### config.mk
export PLATFORM = sky130hd
export DESIGN_NAME = i2c_regacc
export DESIGN_NICKNAME = d
export VERILOG_FILES = /design/src/shared/i2c_regacc_pkg.sv /design/src/rtl/wr_fifo.sv /design/src/rtl/i2c_regacc.sv
export VERILOG_INCLUDE_DIRS = /design/src /design/src/shared
export SDC_FILE = /design/constraint.sdc
export NUM_CORES = 1
export LEC_CHECK = 0
export BUFFER_PORTS_ARGS = -buffer_cell sky130_fd_sc_hd__buf_2
export CORE_MARGIN = 1.5
export CORE_UTILIZATION = 30
export DETAILED_ROUTE_END_ITERATION = 12
export GPL_ROUTABILITY_DRIVEN = 0
export REMOVE_ABC_BUFFERS = 1
export SLEW_MARGIN = 20
export SYNTH_ARGS = -nofsm -noshare
export SYNTH_HDL_FRONTEND = slang
export SYNTH_SLANG_ARGS = --single-unit
### constraint.sdc
create_clock -name mclk -period 6.8 [get_ports mclk]
set_clock_uncertainty 0.2 [all_clocks]
set_input_delay 1.36 -clock mclk [delete_from_list [all_inputs] [get_ports mclk]]
set_output_delay 1.36 -clock mclk [all_outputs]
set_load 0.02 [all_outputs]
### src/shared/i2c_regacc_defines.svh
// Purpose : Constants for the serial register access target
// Assumes : Included by bare name from package and design files
// Notes   : Definitions only
`ifndef I2C_REGACC_DEFINES_SVH
`define I2C_REGACC_DEFINES_SVH

// Register address field
`define RA_ADDR_W     14
`define RA_DIR_HI     15
`define RA_DIR_LO     14
`define RA_ADDR_RST   14'h0000
`define RA_DIR_RST    2'h0

// Stepping codes carried in the top two address bits
`define RA_DIR_INC    2'h0
`define RA_DIR_DEC    2'h2
`define RA_DIR_FIX    2'h3

// Byte framing
`define RA_BYTE_W     8
`define RA_BIT_ACK    4'h8
`define RA_BIT_POST   4'h9
`define RA_IDX_AHI    2'h0
`define RA_IDX_ALO    2'h1
`define RA_IDX_DATA   2'h2
`define RA_NB_MULTI   2'h2

// Write buffer
`define RA_FIFO_DEPTH 16
`define RA_WORD_W     22

`endif

### src/shared/i2c_regacc_pkg.sv
// Purpose : Types shared by the register access target and its testbench
// Assumes : Constants come from the defines header
// Notes   : Holds types only
`include "i2c_regacc_defines.svh"

package i2c_regacc_pkg;

   // Protocol states
   typedef enum logic [2:0] {
      ST_IDLE,
      ST_WAKE,
      ST_CTRL,
      ST_RX,
      ST_TX,
      ST_IGNORE
   } state_t;

   // One buffered register write
   typedef struct packed {
      logic [`RA_ADDR_W-1:0] addr;
      logic [`RA_BYTE_W-1:0] data;
   } wr_word_t;

endpackage

### src/rtl/wr_fifo.sv
// Purpose : Write buffer between the serial target and the register file
// Assumes : Single clock; read side stalls with out_ready low
// Notes   : Output data and valid come straight from registers
`timescale 1ns/1ns
`default_nettype none

module wr_fifo #(
   parameter int WIDTH = 22,
   parameter int DEPTH = 16
) (
   input  wire logic             mclk,      // Core clock
   input  wire logic             rst_n,     // Async reset, active low
   input  wire logic             in_valid,  // Word offered
   output logic                  in_ready,  // Room for a word
   input  wire logic [WIDTH-1:0] in_data,   // Word in
   output logic                  out_valid, // Word presented
   input  wire logic             out_ready, // Consumer takes word
   output logic      [WIDTH-1:0] out_data   // Word out
);
   localparam int AW = $clog2(DEPTH);

   logic [WIDTH-1:0] mem_reg [DEPTH];
   logic [AW-1:0]    wr_ptr_reg;
   logic [AW-1:0]    rd_ptr_reg;
   logic [AW:0]      count_reg;
   logic             push;
   logic             pop;

   // Store accepts while not full; output stage reloads when empty or taken
   assign in_ready = (count_reg != (AW+1)'(DEPTH));
   assign push     = in_valid & in_ready;
   assign pop      = (count_reg != '0) & (~out_valid | out_ready);

   // Storage array
   always_ff @(posedge mclk) begin
      if (push) begin
         mem_reg[wr_ptr_reg] <= in_data;
      end
   end

   // Pointers and fill level
   always_ff @(posedge mclk or negedge rst_n) begin
      if (!rst_n) begin
         wr_ptr_reg <= '0;
         rd_ptr_reg <= '0;
         count_reg  <= '0;
      end else begin
         if (push) begin
            wr_ptr_reg <= wr_ptr_reg + 1'b1;
         end
         if (pop) begin
            rd_ptr_reg <= rd_ptr_reg + 1'b1;
         end
         count_reg <= count_reg + (AW+1)'(push) - (AW+1)'(pop);
      end
   end

   // Registered output stage
   always_ff @(posedge mclk or negedge rst_n) begin
      if (!rst_n) begin
         out_valid <= 1'b0;
         out_data  <= '0;
      end else if (pop) begin
         out_valid <= 1'b1;
         out_data  <= mem_reg[rd_ptr_reg];
      end else if (out_ready) begin
         out_valid <= 1'b0;
      end
   end

endmodule

`default_nettype wire

### src/rtl/i2c_regacc.sv
// Purpose : Serial bus target giving a bus master byte access to registers
// Assumes : Register file on mclk; rd_data valid in the rd_stb cycle
// Notes   : Bus pins are open drain; each byte is one register
`timescale 1ns/1ns
`default_nettype none
`include "i2c_regacc_defines.svh"

module i2c_regacc (
   input  wire logic                   mclk,       // Core clock, 125 MHz
   input  wire logic                   rst_n,      // Async reset, active low
   input  wire logic                   scl_i,      // Bus clock pin level
   output logic                        scl_o,      // Bus clock drive value
   output logic                        scl_oe_n,   // Bus clock drive enable, low drives
   input  wire logic                   sda_i,      // Bus data pin level
   output logic                        sda_o,      // Bus data drive value
   output logic                        sda_oe_n,   // Bus data drive enable, low drives
   input  wire logic                   init_done,  // Internal initialization finished
   input  wire logic                   low_power,  // Device sits in low power
   input  wire logic                   clk_locked, // Internal clocks running and locked
   input  wire logic [6:0]             slave_addr, // Programmed target address
   output logic                        wake_req,   // Request clocks on
   output logic                        sleep_req,  // Pulse: return to power down
   output logic                        irq_n,      // Ready indication, active low
   output logic [`RA_ADDR_W-1:0]       rd_addr,    // Register being read
   output logic                        rd_stb,     // Pulse: capture register value
   input  wire logic [`RA_BYTE_W-1:0]  rd_data,    // Register value at rd_addr
   output logic                        rd_commit,  // Pulse: apply read side effect
   input  wire logic                   evt_in,     // Hardware event for read register
   output logic                        evt_apply,  // Pulse: apply hardware event
   output logic                        wr_valid,   // Write word presented
   input  wire logic                   wr_ready,   // Register file takes write
   output i2c_regacc_pkg::wr_word_t    wr_word     // Write address and data
);
   import i2c_regacc_pkg::*;

   logic [1:0]              pin_s1_reg;
   logic [1:0]              pin_s2_reg;
   logic [1:0]              pin_s3_reg;
   logic [1:0]              pin_f_reg;
   logic [1:0]              pin_d_reg;
   logic                    scl_rise;
   logic                    scl_fall;
   logic                    start_det;
   logic                    stop_det;
   state_t                  state_reg;
   logic [3:0]              bit_cnt_reg;
   logic [7:0]              shift_reg;
   logic [7:0]              tx_reg;
   logic [1:0]              byte_idx_reg;
   logic [1:0]              nbytes_reg;
   logic [5:0]              addr_hi_reg;
   logic [`RA_ADDR_W-1:0]   addr_reg;
   logic [`RA_ADDR_W-1:0]   ptr_reg;
   logic [1:0]              dir_reg;
   logic                    read_reg;
   logic                    armed_reg;
   logic                    woke_reg;
   logic                    cap_req_reg;
   logic                    abort_reg;
   logic                    push_pend_reg;
   wr_word_t                push_word_reg;
   logic                    fifo_in_ready;
   logic                    win_reg;
   logic                    pend_reg;
   logic                    start_ok;
   logic                    ctrl_match;
   logic [`RA_ADDR_W-1:0]   end_addr;

   // Next register address after one byte for the held direction
   function automatic logic [`RA_ADDR_W-1:0] step_addr(
      input logic [`RA_ADDR_W-1:0] a,
      input logic [1:0]            d
   );
      unique case (d)
         `RA_DIR_DEC: step_addr = a - 1'b1;
         `RA_DIR_FIX: step_addr = a;
         default:     step_addr = a + 1'b1;
      endcase
   endfunction

   // Three-stage pin synchronisers; a level counts once stages two and three agree
   genvar g;
   for (g = 0; g < 2; g++) begin : g_sync
      always_ff @(posedge mclk or negedge rst_n) begin
         if (!rst_n) begin
            pin_s1_reg[g] <= 1'b1;
            pin_s2_reg[g] <= 1'b1;
            pin_s3_reg[g] <= 1'b1;
            pin_f_reg[g]  <= 1'b1;
            pin_d_reg[g]  <= 1'b1;
         end else begin
            pin_s1_reg[g] <= (g == 0) ? scl_i : sda_i;
            pin_s2_reg[g] <= pin_s1_reg[g];
            pin_s3_reg[g] <= pin_s2_reg[g];
            if (pin_s2_reg[g] == pin_s3_reg[g]) begin
               pin_f_reg[g] <= pin_s3_reg[g];
            end
            pin_d_reg[g] <= pin_f_reg[g];
         end
      end
   end

   // Bus events from the filtered levels; bit 0 is clock, bit 1 is data
   assign scl_rise   = pin_f_reg[0] & ~pin_d_reg[0];
   assign scl_fall   = ~pin_f_reg[0] & pin_d_reg[0];
   assign start_det  = pin_f_reg[0] & pin_d_reg[0] & pin_d_reg[1] & ~pin_f_reg[1];
   assign stop_det   = pin_f_reg[0] & pin_d_reg[0] & ~pin_d_reg[1] & pin_f_reg[1];
   assign start_ok   = start_det & (armed_reg | init_done);
   assign ctrl_match = (shift_reg[7:1] == slave_addr);
   assign end_addr   = (nbytes_reg == `RA_NB_MULTI) ? ptr_reg : addr_reg;

   // Protocol engine
   always_ff @(posedge mclk or negedge rst_n) begin
      if (!rst_n) begin
         state_reg     <= ST_IDLE;
         bit_cnt_reg   <= 4'h0;
         shift_reg     <= 8'h00;
         byte_idx_reg  <= `RA_IDX_AHI;
         nbytes_reg    <= 2'h0;
         addr_hi_reg   <= 6'h00;
         addr_reg      <= `RA_ADDR_RST;
         ptr_reg       <= `RA_ADDR_RST;
         dir_reg       <= `RA_DIR_RST;
         read_reg      <= 1'b0;
         armed_reg     <= 1'b0;
         woke_reg      <= 1'b0;
         cap_req_reg   <= 1'b0;
         abort_reg     <= 1'b0;
         sleep_req     <= 1'b0;
         sda_oe_n      <= 1'b1;
         push_pend_reg <= 1'b0;
         push_word_reg <= '0;
      end else begin
         cap_req_reg <= 1'b0;
         abort_reg   <= 1'b0;
         sleep_req   <= 1'b0;
         if (push_pend_reg && fifo_in_ready) begin
            push_pend_reg <= 1'b0;
         end
         if (!armed_reg && !start_ok) begin
            sda_oe_n <= 1'b1;
         end else if (stop_det || start_ok) begin
            // Any Start or Stop ends the transfer and releases data at once
            armed_reg   <= 1'b1;
            abort_reg   <= 1'b1;
            sda_oe_n    <= 1'b1;
            addr_reg    <= end_addr;
            ptr_reg     <= end_addr;
            nbytes_reg  <= 2'h0;
            bit_cnt_reg <= 4'h0;
            woke_reg    <= start_ok & low_power;
            if (stop_det) begin
               state_reg <= ST_IDLE;
            end else if (low_power) begin
               state_reg <= ST_WAKE;
            end else begin
               state_reg <= ST_CTRL;
            end
         end else begin
            unique case (state_reg)
               ST_IDLE, ST_IGNORE: begin
               end
               ST_WAKE: begin
                  if (clk_locked) begin
                     state_reg <= ST_CTRL;
                  end
               end
               ST_CTRL, ST_RX: begin
                  if (scl_rise && bit_cnt_reg < `RA_BIT_ACK) begin
                     shift_reg   <= {shift_reg[6:0], pin_f_reg[1]};
                     bit_cnt_reg <= bit_cnt_reg + 4'h1;
                  end else if (scl_fall && bit_cnt_reg == `RA_BIT_ACK && sda_oe_n) begin
                     if (state_reg == ST_CTRL) begin
                        if (ctrl_match) begin
                           sda_oe_n     <= 1'b0;
                           read_reg     <= shift_reg[0];
                           byte_idx_reg <= `RA_IDX_AHI;
                        end else begin
                           state_reg <= ST_IGNORE;
                           sleep_req <= woke_reg;
                        end
                     end else begin
                        sda_oe_n <= 1'b0;
                        unique case (byte_idx_reg)
                           `RA_IDX_AHI: begin
                              addr_hi_reg  <= shift_reg[5:0];
                              dir_reg      <= shift_reg[7:6];
                              byte_idx_reg <= `RA_IDX_ALO;
                           end
                           `RA_IDX_ALO: begin
                              addr_reg     <= {addr_hi_reg, shift_reg};
                              ptr_reg      <= {addr_hi_reg, shift_reg};
                              byte_idx_reg <= `RA_IDX_DATA;
                           end
                           default: begin
                              // Only whole bytes are queued; a cut byte is dropped
                              push_pend_reg      <= 1'b1;
                              push_word_reg.addr <= ptr_reg;
                              push_word_reg.data <= shift_reg;
                              ptr_reg            <= step_addr(ptr_reg, dir_reg);
                              if (nbytes_reg != `RA_NB_MULTI) begin
                                 nbytes_reg <= nbytes_reg + 2'h1;
                              end
                           end
                        endcase
                     end
                  end else if (scl_rise && bit_cnt_reg == `RA_BIT_ACK) begin
                     bit_cnt_reg <= `RA_BIT_POST;
                     cap_req_reg <= (state_reg == ST_CTRL) & read_reg;
                  end else if (scl_fall && bit_cnt_reg == `RA_BIT_POST) begin
                     bit_cnt_reg <= 4'h0;
                     if (state_reg == ST_CTRL && read_reg) begin
                        state_reg <= ST_TX;
                        sda_oe_n  <= tx_reg[7];
                        shift_reg <= {tx_reg[6:0], 1'b0};
                     end else begin
                        state_reg <= ST_RX;
                        sda_oe_n  <= 1'b1;
                     end
                  end
               end
               ST_TX: begin
                  if (scl_rise && bit_cnt_reg == `RA_BIT_ACK) begin
                     // Byte fully sent: commit side effect and step the pointer
                     ptr_reg <= step_addr(ptr_reg, dir_reg);
                     if (nbytes_reg != `RA_NB_MULTI) begin
                        nbytes_reg <= nbytes_reg + 2'h1;
                     end
                     if (!pin_f_reg[1]) begin
                        bit_cnt_reg <= `RA_BIT_POST;
                        cap_req_reg <= 1'b1;
                     end else begin
                        state_reg <= ST_IGNORE;
                     end
                  end else if (scl_rise) begin
                     bit_cnt_reg <= bit_cnt_reg + 4'h1;
                  end else if (scl_fall && bit_cnt_reg == `RA_BIT_ACK) begin
                     sda_oe_n <= 1'b1;
                  end else if (scl_fall && bit_cnt_reg == `RA_BIT_POST) begin
                     bit_cnt_reg <= 4'h0;
                     sda_oe_n    <= tx_reg[7];
                     shift_reg   <= {tx_reg[6:0], 1'b0};
                  end else if (scl_fall) begin
                     sda_oe_n  <= shift_reg[7];
                     shift_reg <= {shift_reg[6:0], 1'b0};
                  end
               end
               default: state_reg <= ST_IDLE;
            endcase
         end
      end
   end

   // Register read port: capture strobe, latched data and side-effect commit
   always_ff @(posedge mclk or negedge rst_n) begin
      if (!rst_n) begin
         rd_addr   <= `RA_ADDR_RST;
         rd_stb    <= 1'b0;
         rd_commit <= 1'b0;
         tx_reg    <= 8'h00;
      end else begin
         rd_stb    <= cap_req_reg;
         rd_commit <= (state_reg == ST_TX) & scl_rise & (bit_cnt_reg == `RA_BIT_ACK)
                      & ~stop_det & ~start_ok;
         if (cap_req_reg) begin
            rd_addr <= ptr_reg;
         end
         if (rd_stb) begin
            tx_reg <= rd_data;
         end
      end
   end

   // Events during a capture-to-commit window wait until after the commit or an abort
   always_ff @(posedge mclk or negedge rst_n) begin
      if (!rst_n) begin
         win_reg   <= 1'b0;
         pend_reg  <= 1'b0;
         evt_apply <= 1'b0;
      end else begin
         if (rd_stb) begin
            win_reg <= 1'b1;
         end else if (rd_commit || abort_reg) begin
            win_reg <= 1'b0;
         end
         if ((win_reg || rd_stb) && !rd_commit && !abort_reg) begin
            evt_apply <= 1'b0;
            pend_reg  <= pend_reg | evt_in;
         end else begin
            evt_apply <= pend_reg | evt_in;
            pend_reg  <= 1'b0;
         end
      end
   end

   // Clock stretch, wake, ready indication and drive values
   always_ff @(posedge mclk or negedge rst_n) begin
      if (!rst_n) begin
         scl_oe_n <= 1'b1;
         scl_o    <= 1'b0;
         sda_o    <= 1'b0;
         wake_req <= 1'b0;
         irq_n    <= 1'b1;
      end else begin
         scl_oe_n <= ~((state_reg == ST_WAKE && !clk_locked)
                       || (push_pend_reg && !fifo_in_ready));
         scl_o    <= 1'b0;
         sda_o    <= 1'b0;
         wake_req <= (state_reg == ST_WAKE);
         irq_n    <= ~(init_done & ~armed_reg);
      end
   end

   wr_fifo #(
      .WIDTH (`RA_WORD_W),
      .DEPTH (`RA_FIFO_DEPTH)
   ) u_wr_fifo (
      .mclk      (mclk),
      .rst_n     (rst_n),
      .in_valid  (push_pend_reg),
      .in_ready  (fifo_in_ready),
      .in_data   (push_word_reg),
      .out_valid (wr_valid),
      .out_ready (wr_ready),
      .out_data  (wr_word)
   );
endmodule

`default_nettype wire

# Word level (Yosys, flattened, before mapping)
# Memories as Yosys holds them, arrays and structs flattened. A register that Yosys moved wholly into a read port is not among the register bits.
# Index checks and enable logic that the tools add are counted.
word_totals:
  ff_bits: 139
  latchBits: 0
  mem_bits_rw: 352
  mem_bits_ro: 0
  input_bits: 24
  out_inout_bits: 47
  elab_cells: 297
  mem_count: 1
classes:
  add_sub_neg: 8
  mul: 0
  div: 0
  n_lt_le_gt_ge: 1
  eq_ne: 50
  n_shift: 0
  muxes: 109
  bitwise: 35
  n_reduce_logical: 50
mem_list:
  columns: ["name", "depth", "word_bits", "read_ports", "rd_ports_with_merged_regs", "wr", "line", "source"]
  rows:
  - ["u_wr_fifo.mem_reg", 16, 22, 1, 1, 1, "wr_fifo.sv:22", "logic [WIDTH-1:0] mem_reg [DEPTH];"]
op_table:
  columns: ["op", "count"]
  rows:
  - ["2-to-1 mux 14 bit", 12]
  - ["one-hot mux 14 bit (2 select lines)", 3]
  - ["2-to-1 mux 8 bit", 10]
  - ["2-to-1 mux 1 bit", 46]
  - ["AND reduction 7 bit", 6]
  - ["!= test 3 bit, second input constant", 13]
  - ["2-to-1 mux 4 bit", 9]
  - ["!= test 4 bit, second input constant", 9]
  - ["2-to-1 mux 3 bit", 11]
  - ["2-to-1 mux 2 bit", 11]
  - ["!= test 5 bit, second input constant", 4]
  - ["bitwise AND 1 bit", 17]
  - ["!= test 2 bit, second input constant", 8]
  - ["one-hot mux 8 bit (2 select lines)", 1]
  - ["NOT 1 bit", 15]
  - ["adder 14 x 1 -> 14 bit, second input constant", 1]
  - ["subtractor 14 x 1 -> 14 bit, second input constant", 1]
  - ["adder 4 x 1 -> 4 bit, second input constant", 3]
  - ["logical AND 1 bit", 12]
  - ["!= test 6 bit, second input constant", 2]
  - ["one-hot mux 3 bit (4 select lines)", 1]
  - ["nonzero test 2 bit", 6]
  - ["AND reduction 11 bit", 1]
  - ["AND reduction 10 bit", 1]
  - ["other kinds (28)", 50]

# Logic depth before layout (Yosys ltp)
depth:
  ltp_word: 10
  depth_mapped: 15

# Hierarchy
# A second synthesis with hierarchy kept.
hier_totals:
  cells_unflattened: 1312
  hier_area_um2: 21734.6
by_module_without_submodules:
  columns: ["mod", "instances", "cells_each", "area_per_inst_um2"]
  rows:
  - ["wr_fifo", 1, 682, 14964.4]
  - ["i2c_regacc", 1, 630, 6770.2]

# Least setup slack after synthesis
# Ideal clock, no wire load.
synth_timing:
  path_type: "input-to-reg"
  start: "input wr_ready"
  end: "register u_wr_fifo.count_reg[4]"
  setup_time_ns: 0.125
  arrival_time_ns: 3.531
  slack_ns: 2.944
  path_stages: 13
  n_path_buf: 1
  path_cell_list: "inv_1 > a21oi_1 > clkbuf_1 > ha_1 > inv_1 > ha_1 > inv_1 > fa_1 > inv_1 > a21oi_1 > nor2_1 > nor2_1 > xnor2_1"
synth_between:
  elab_chain_cells: 3
synth_rtl:
  columns: ["item", "line", "source"]
  rows:
  - ["start: declaration", "i2c_regacc.sv:31", "input wire logic wr_ready,"]
  - ["OR 1 bit", "wr_fifo.sv:32", "assign pop = (count_reg != '0) & (~out_valid | out_ready);"]
  - ["bitwise AND 1 bit", "wr_fifo.sv:32", null]
  - ["net u_wr_fifo.pop", "wr_fifo.sv:27", "logic pop;"]
  - ["subtractor 5 x 1 -> 5 bit", "wr_fifo.sv:54", "count_reg <= count_reg + (AW+1)'(push) - (AW+1)'(pop);"]
  - ["end signal: assignment", "wr_fifo.sv:54", null]
  - ["end: declaration", "wr_fifo.sv:25", "logic [AW:0] count_reg;"]
# The timed path passes the listed nets, and every way through them passes these cells.
# A chain may end at the register's enable or synchronous reset.

# Worst setup path after layout
layout_timing:
  start: "register dir_reg[1]"
  end: "register ptr_reg[12]"
layout_between:
  elab_chain_cells: 8
  word_cells_on_any_way: 10
  cone_classes: "2 x eq/ne; 8 x mux"
layout_rtl:
  columns: ["item", "line", "source"]
  rows:
  - ["start: declaration", "i2c_regacc.sv:54", "logic [1:0] dir_reg;"]
  - ["start signal: assignment", "i2c_regacc.sv:123", "dir_reg <= `RA_DIR_RST;"]
  - ["start signal: assignment", "i2c_regacc.sv:187", "dir_reg <= shift_reg[7:6];"]
  - ["equality test 2 bit", "i2c_regacc.sv:74", "unique case (d)"]
  - ["one-hot mux 14 bit (2 select lines) *", "i2c_regacc.sv:74", null]
  - ["one-hot mux 14 bit (2 select lines)", "i2c_regacc.sv:184", "unique case (byte_idx_reg)"]
  - ["2-to-1 mux 14 bit", "i2c_regacc.sv:173", "if (state_reg == ST_CTRL) begin"]
  - ["2-to-1 mux 14 bit", "i2c_regacc.sv:172", "end else if (scl_fall && bit_cnt_reg == `RA_BIT_ACK && sda_oe_n) begin"]
  - ["2-to-1 mux 14 bit", "i2c_regacc.sv:169", "if (scl_rise && bit_cnt_reg < `RA_BIT_ACK) begin"]
  - ["one-hot mux 14 bit (2 select lines) *", "i2c_regacc.sv:160", "unique case (state_reg)"]
  - ["2-to-1 mux 14 bit *", "i2c_regacc.sv:142", "end else if (stop_det || start_ok) begin"]
  - ["end signal: assignment", "i2c_regacc.sv:148", "ptr_reg <= end_addr;"]
  - ["end signal: assignment", "i2c_regacc.sv:192", "ptr_reg <= {addr_hi_reg, shift_reg};"]
  - ["end signal: assignment", "i2c_regacc.sv:200", "ptr_reg <= step_addr(ptr_reg, dir_reg);"]
  - ["end: declaration", "i2c_regacc.sv:53", "logic [`RA_ADDR_W-1:0] ptr_reg;"]
# Every way passes the cells marked *; elsewhere a longest branch is shown, timed or not. The select of a mux whose other input is x is not followed.

==> results.txt <==
- The flow ran to the end, and the final reports show no timing, DRC or antenna violations.
- Entering global routing, the biggest net connects 101 pins.
* Top fanout value on the critical path: 21
* Die height: 270.7 um
- Most instantiated cells after synthesis: 352 x sky130_fd_sc_hd__edfxtp_1, 148 x sky130_fd_sc_hd__dfrtp_1, 110 x sky130_fd_sc_hd__mux4_2
- TritonCTS built the clock tree.
- After routing the design area is 24740 um2.
- The clock tree synthesis step divided the H-tree into 2 levels.
- Post-detailed-route count of antenna-violating nets: 0
- Before antenna repair, the detailed router went through 5 iterations.
* WL final: 49690 um
* Data arrival time of the critical path: 3820 ps
- Buffers added to address setup during post-CTS repair amount to 0.
- Share of synthesized flip-flops with an asynchronous set or reset: 0.3138
- Number of setup violations in the final report: 0
- Register clock-pin slew on the reported worst setup and hold paths: 60 ps
- Library cell occupying the most area in the post-synthesis netlist: sky130_fd_sc_hd__edfxtp_1
* Total Die Area: 73270 um2
- Clock sink count: 513
- Setup repair after global routing left no endpoint under its margin.
* Synth Cell Area: 21500 um2
- Area fraction of the dominant cell type after synthesis: 0.4917
* Setup slack at placement: 2592 ps
- A synthesized cell averages 16.89 um2.
- Max-cap violations in this run came to 0.
- The path class of the tightest hold or removal check is reg -> reg.
- The total count of max-transition violations in the final report is 0.
- Counting along the longest clock path gives a buffer depth of 3.
- Non-filler instance count after layout: 2320
- After floorplanning, the core was sized to cover 70510 um2.
- For this run, the total global-route usage over all layers was measured as 0.1361.
- Final Cycle Share: 0.5111
- After detailed placement, the design holds a cell count of 2218.
* Wire length of the first global-routing pass: 76110 um
* Number of input and output port buffers inserted: 68
- Leak Pwr: 0.009523 uW
* Via count: 11750
* Cells after synthesis: 1273
- In the routed design, unresolved DRC markers number 0.
- Source-to-sink clock delay at the later pin of the worst-skew pair: 610 ps
* DRC violation total after the first TritonRoute iteration: 991
* Predominant post-synthesis flop cell: sky130_fd_sc_hd__edfxtp_1
- Number of rows created at floorplan: 97
- The critical path in this run is classified as reg -> reg.
* VDD IR-drop max: 0.2171 mV
* Number of antenna violations at the first check in global routing: 0
- During I/O placement, the number of pins put on the boundary was 71.
- At the pin with the least slew margin, the transition time is 1077 ps.
* Flip-flop and latch count after synthesis: 513
- For the finished layout, the period the worst path requires is 3475 ps.
- The number of endpoints with negative hold slack in the final report was 0.
- Min setup slack post-route: 3325 ps
- Number of warnings reported in the yosys synthesis log: 0
- Dominant cells by area after synthesis: sky130_fd_sc_hd__edfxtp_1 49%, sky130_fd_sc_hd__dfrtp_1 17%, sky130_fd_sc_hd__mux4_2 12%
- The most common cell in the synthesized netlist is sky130_fd_sc_hd__edfxtp_1.
* CTS hold repair buffers: 0
- The register with the most flip-flops in the layout has 352 of them.
- In the final layout, the share of cells above drive strength 1 is 0.2739.
- The via count of the first global-routing pass was 12090.
- Wire length per cell after detailed routing: 21.42 um
- The die is 270.7 um wide.
- Number of library cell types mapped by synthesis: 86
- Congestion Overflow GR: 0
- STA classifies the critical path startpoint as a flop.
- Setup total negative slack on the finished layout was measured at 0 ps.
* TritonCTS buffer count: 54
* Final Total Pwr: 8885 uW
- Via density per instance: 5.064
- Sum of net half-perimeters after detailed placement: 28520 um
- Crit end category: flop
- Maximum operating frequency: 287.7 MHz
* Signed area change from the synthesized netlist to the final layout: 15.07%
* Worst max-slew margin expressed relative to the limit: 0.2795
* Starting density of the core: 0.3049
* Diodes inserted: 0
- Number of synthesized flops with an enable pin: 352
* Number of gates resized after CTS: 0
* Root Driver: sky130_fd_sc_hd__clkbuf_16
- Count of nets after finishing: 1376
- Number of filler instances in the final layout: 6584
- Data on the critical path is required at its endpoint by 7150 ps.
- Pwr per Cell Area: 359.2 nW/um2
* Post-Place Cell Area: 22850 um2
- For this run, the register share of the synthesized area comes to 0.6799.
==> per-layer routing <==
metal  track usage  wire [um]  vias to the layer above
met4       0.03911       1028                        0
met1        0.1832      21610                     6120
met2        0.2277      24410                      398
met3       0.02059       2634                       76
li1              -          -                     5155
met5             0          0                        -
==> critical path, stage by stage (launching register included) <==
cell                       delay, ps
sky130_fd_sc_hd__dfrtp_1         790
sky130_fd_sc_hd__nand2b_1        400
sky130_fd_sc_hd__xnor2_1         220
sky130_fd_sc_hd__ha_1            260
sky130_fd_sc_hd__nor3_1          240
sky130_fd_sc_hd__o211a_1         240
sky130_fd_sc_hd__a21o_1          240
sky130_fd_sc_hd__mux2_1          340
sky130_fd_sc_hd__or4_1           400
sky130_fd_sc_hd__nand2_1          80
==> metrics by stage <==
stage,hold WS [ps],util
6_report,154.4,0.3508
5_1_grt,157.3,0.3508
4_1_cts,155.6,0.3504
3_5_place_dp,147.5,0.3240
3_3_place_gp,146.7,0.3240
2_1_floorplan,145.2,-
==> cells in the final DEF (no fill, tap or decap), types with 7 or more instances in the layout <==
master,instances
sky130_fd_sc_hd__edfxtp_1,352
sky130_fd_sc_hd__dfrtp_1,144
sky130_fd_sc_hd__mux4_2,110
sky130_fd_sc_hd__buf_2,67
sky130_fd_sc_hd__mux2_2,59
sky130_fd_sc_hd__clkbuf_16,55
sky130_fd_sc_hd__nand2_1,45
sky130_fd_sc_hd__nor2_1,44
sky130_fd_sc_hd__inv_1,29
sky130_fd_sc_hd__o21ai_0,28
sky130_fd_sc_hd__a21oi_1,24
sky130_fd_sc_hd__xnor2_1,22
sky130_fd_sc_hd__mux2_1,19
sky130_fd_sc_hd__o21ai_1,17
sky130_fd_sc_hd__o22ai_1,17
sky130_fd_sc_hd__a2bb2oi_1,17
sky130_fd_sc_hd__mux2i_1,16
sky130_fd_sc_hd__ha_1,16
sky130_fd_sc_hd__nor3_1,15
sky130_fd_sc_hd__buf_4,14
sky130_fd_sc_hd__clkbuf_1,13
sky130_fd_sc_hd__dfstp_2,13
sky130_fd_sc_hd__nand3_1,12
sky130_fd_sc_hd__nand2b_1,11
sky130_fd_sc_hd__clkinv_1,11
sky130_fd_sc_hd__nor2b_1,9
sky130_fd_sc_hd__and2_2,8
sky130_fd_sc_hd__a31oi_1,8
sky130_fd_sc_hd__a211oi_1,8
sky130_fd_sc_hd__bufinv_16,8
sky130_fd_sc_hd__nor4_1,7
sky130_fd_sc_hd__o31ai_1,7
sky130_fd_sc_hd__and3_1,7
sky130_fd_sc_hd__or3_1,7
==> path summary, 6_finish.rpt <==
| kind | startpoint | endpoint | slack [ps] | cells after the start |
|---|---|---|---|---|
| worst min-delay path | pin_s1_reg[0]$_DFF_PN1_ | pin_s2_reg[0]$_DFF_PN1_ | 150 | 0 |
| worst max-delay path | dir_reg[1]$_DFFE_PN0P_ | ptr_reg[12]$_DFFE_PN0P_ | 3320 | 9 |
| min in group asynchronous | rst_n | u_wr_fifo.out_data[11]$_DFFE_PN0P_ | 650 | 1 |
| max in group asynchronous | rst_n | armed_reg$_DFFE_PN0P_ | 4290 | 2 |
| worst max register to register | dir_reg[1]$_DFFE_PN0P_ | ptr_reg[12]$_DFFE_PN0P_ | 3320 | 9 |
| worst min register to register | pin_s1_reg[0]$_DFF_PN1_ | pin_s2_reg[0]$_DFF_PN1_ | 150 | 0 |
==> where the power goes <==
part	total [uW]	internal (uW)	switching, uW
registers	4130	3550	582
logic	1690	856	836
clock network	3060	1820	1240
total	8880	6230	2660
==> kinds of logic after synthesis <==
kind of cell,count (synthesis),share of synthesized area
DFF,513,0.6799
and+or+nand+nor,222,0.05628
muxes,204,0.1636
AOI/OAI and AO/OA,181,0.05733
buffers and inverters,109,0.02183
xor gates and xnor gates,24,0.009778
adders and majority gates,19,0.01118
other,1,0.0001744
==> cell type report <==
type | count | area [um2] | area share
sequential | 513 | 14630 | 0.5912
multi-input combinational | 652 | 6477 | 0.2618
clock buffer | 70 | 1453 | 0.05872
tap | 940 | 1176 | 0.04754
timing repair buffer | 83 | 481.7 | 0.01947
clock inverter | 31 | 407.9 | 0.01649
inverter | 31 | 116.4 | 0.004704
Power figures use the tool's default switching activity.
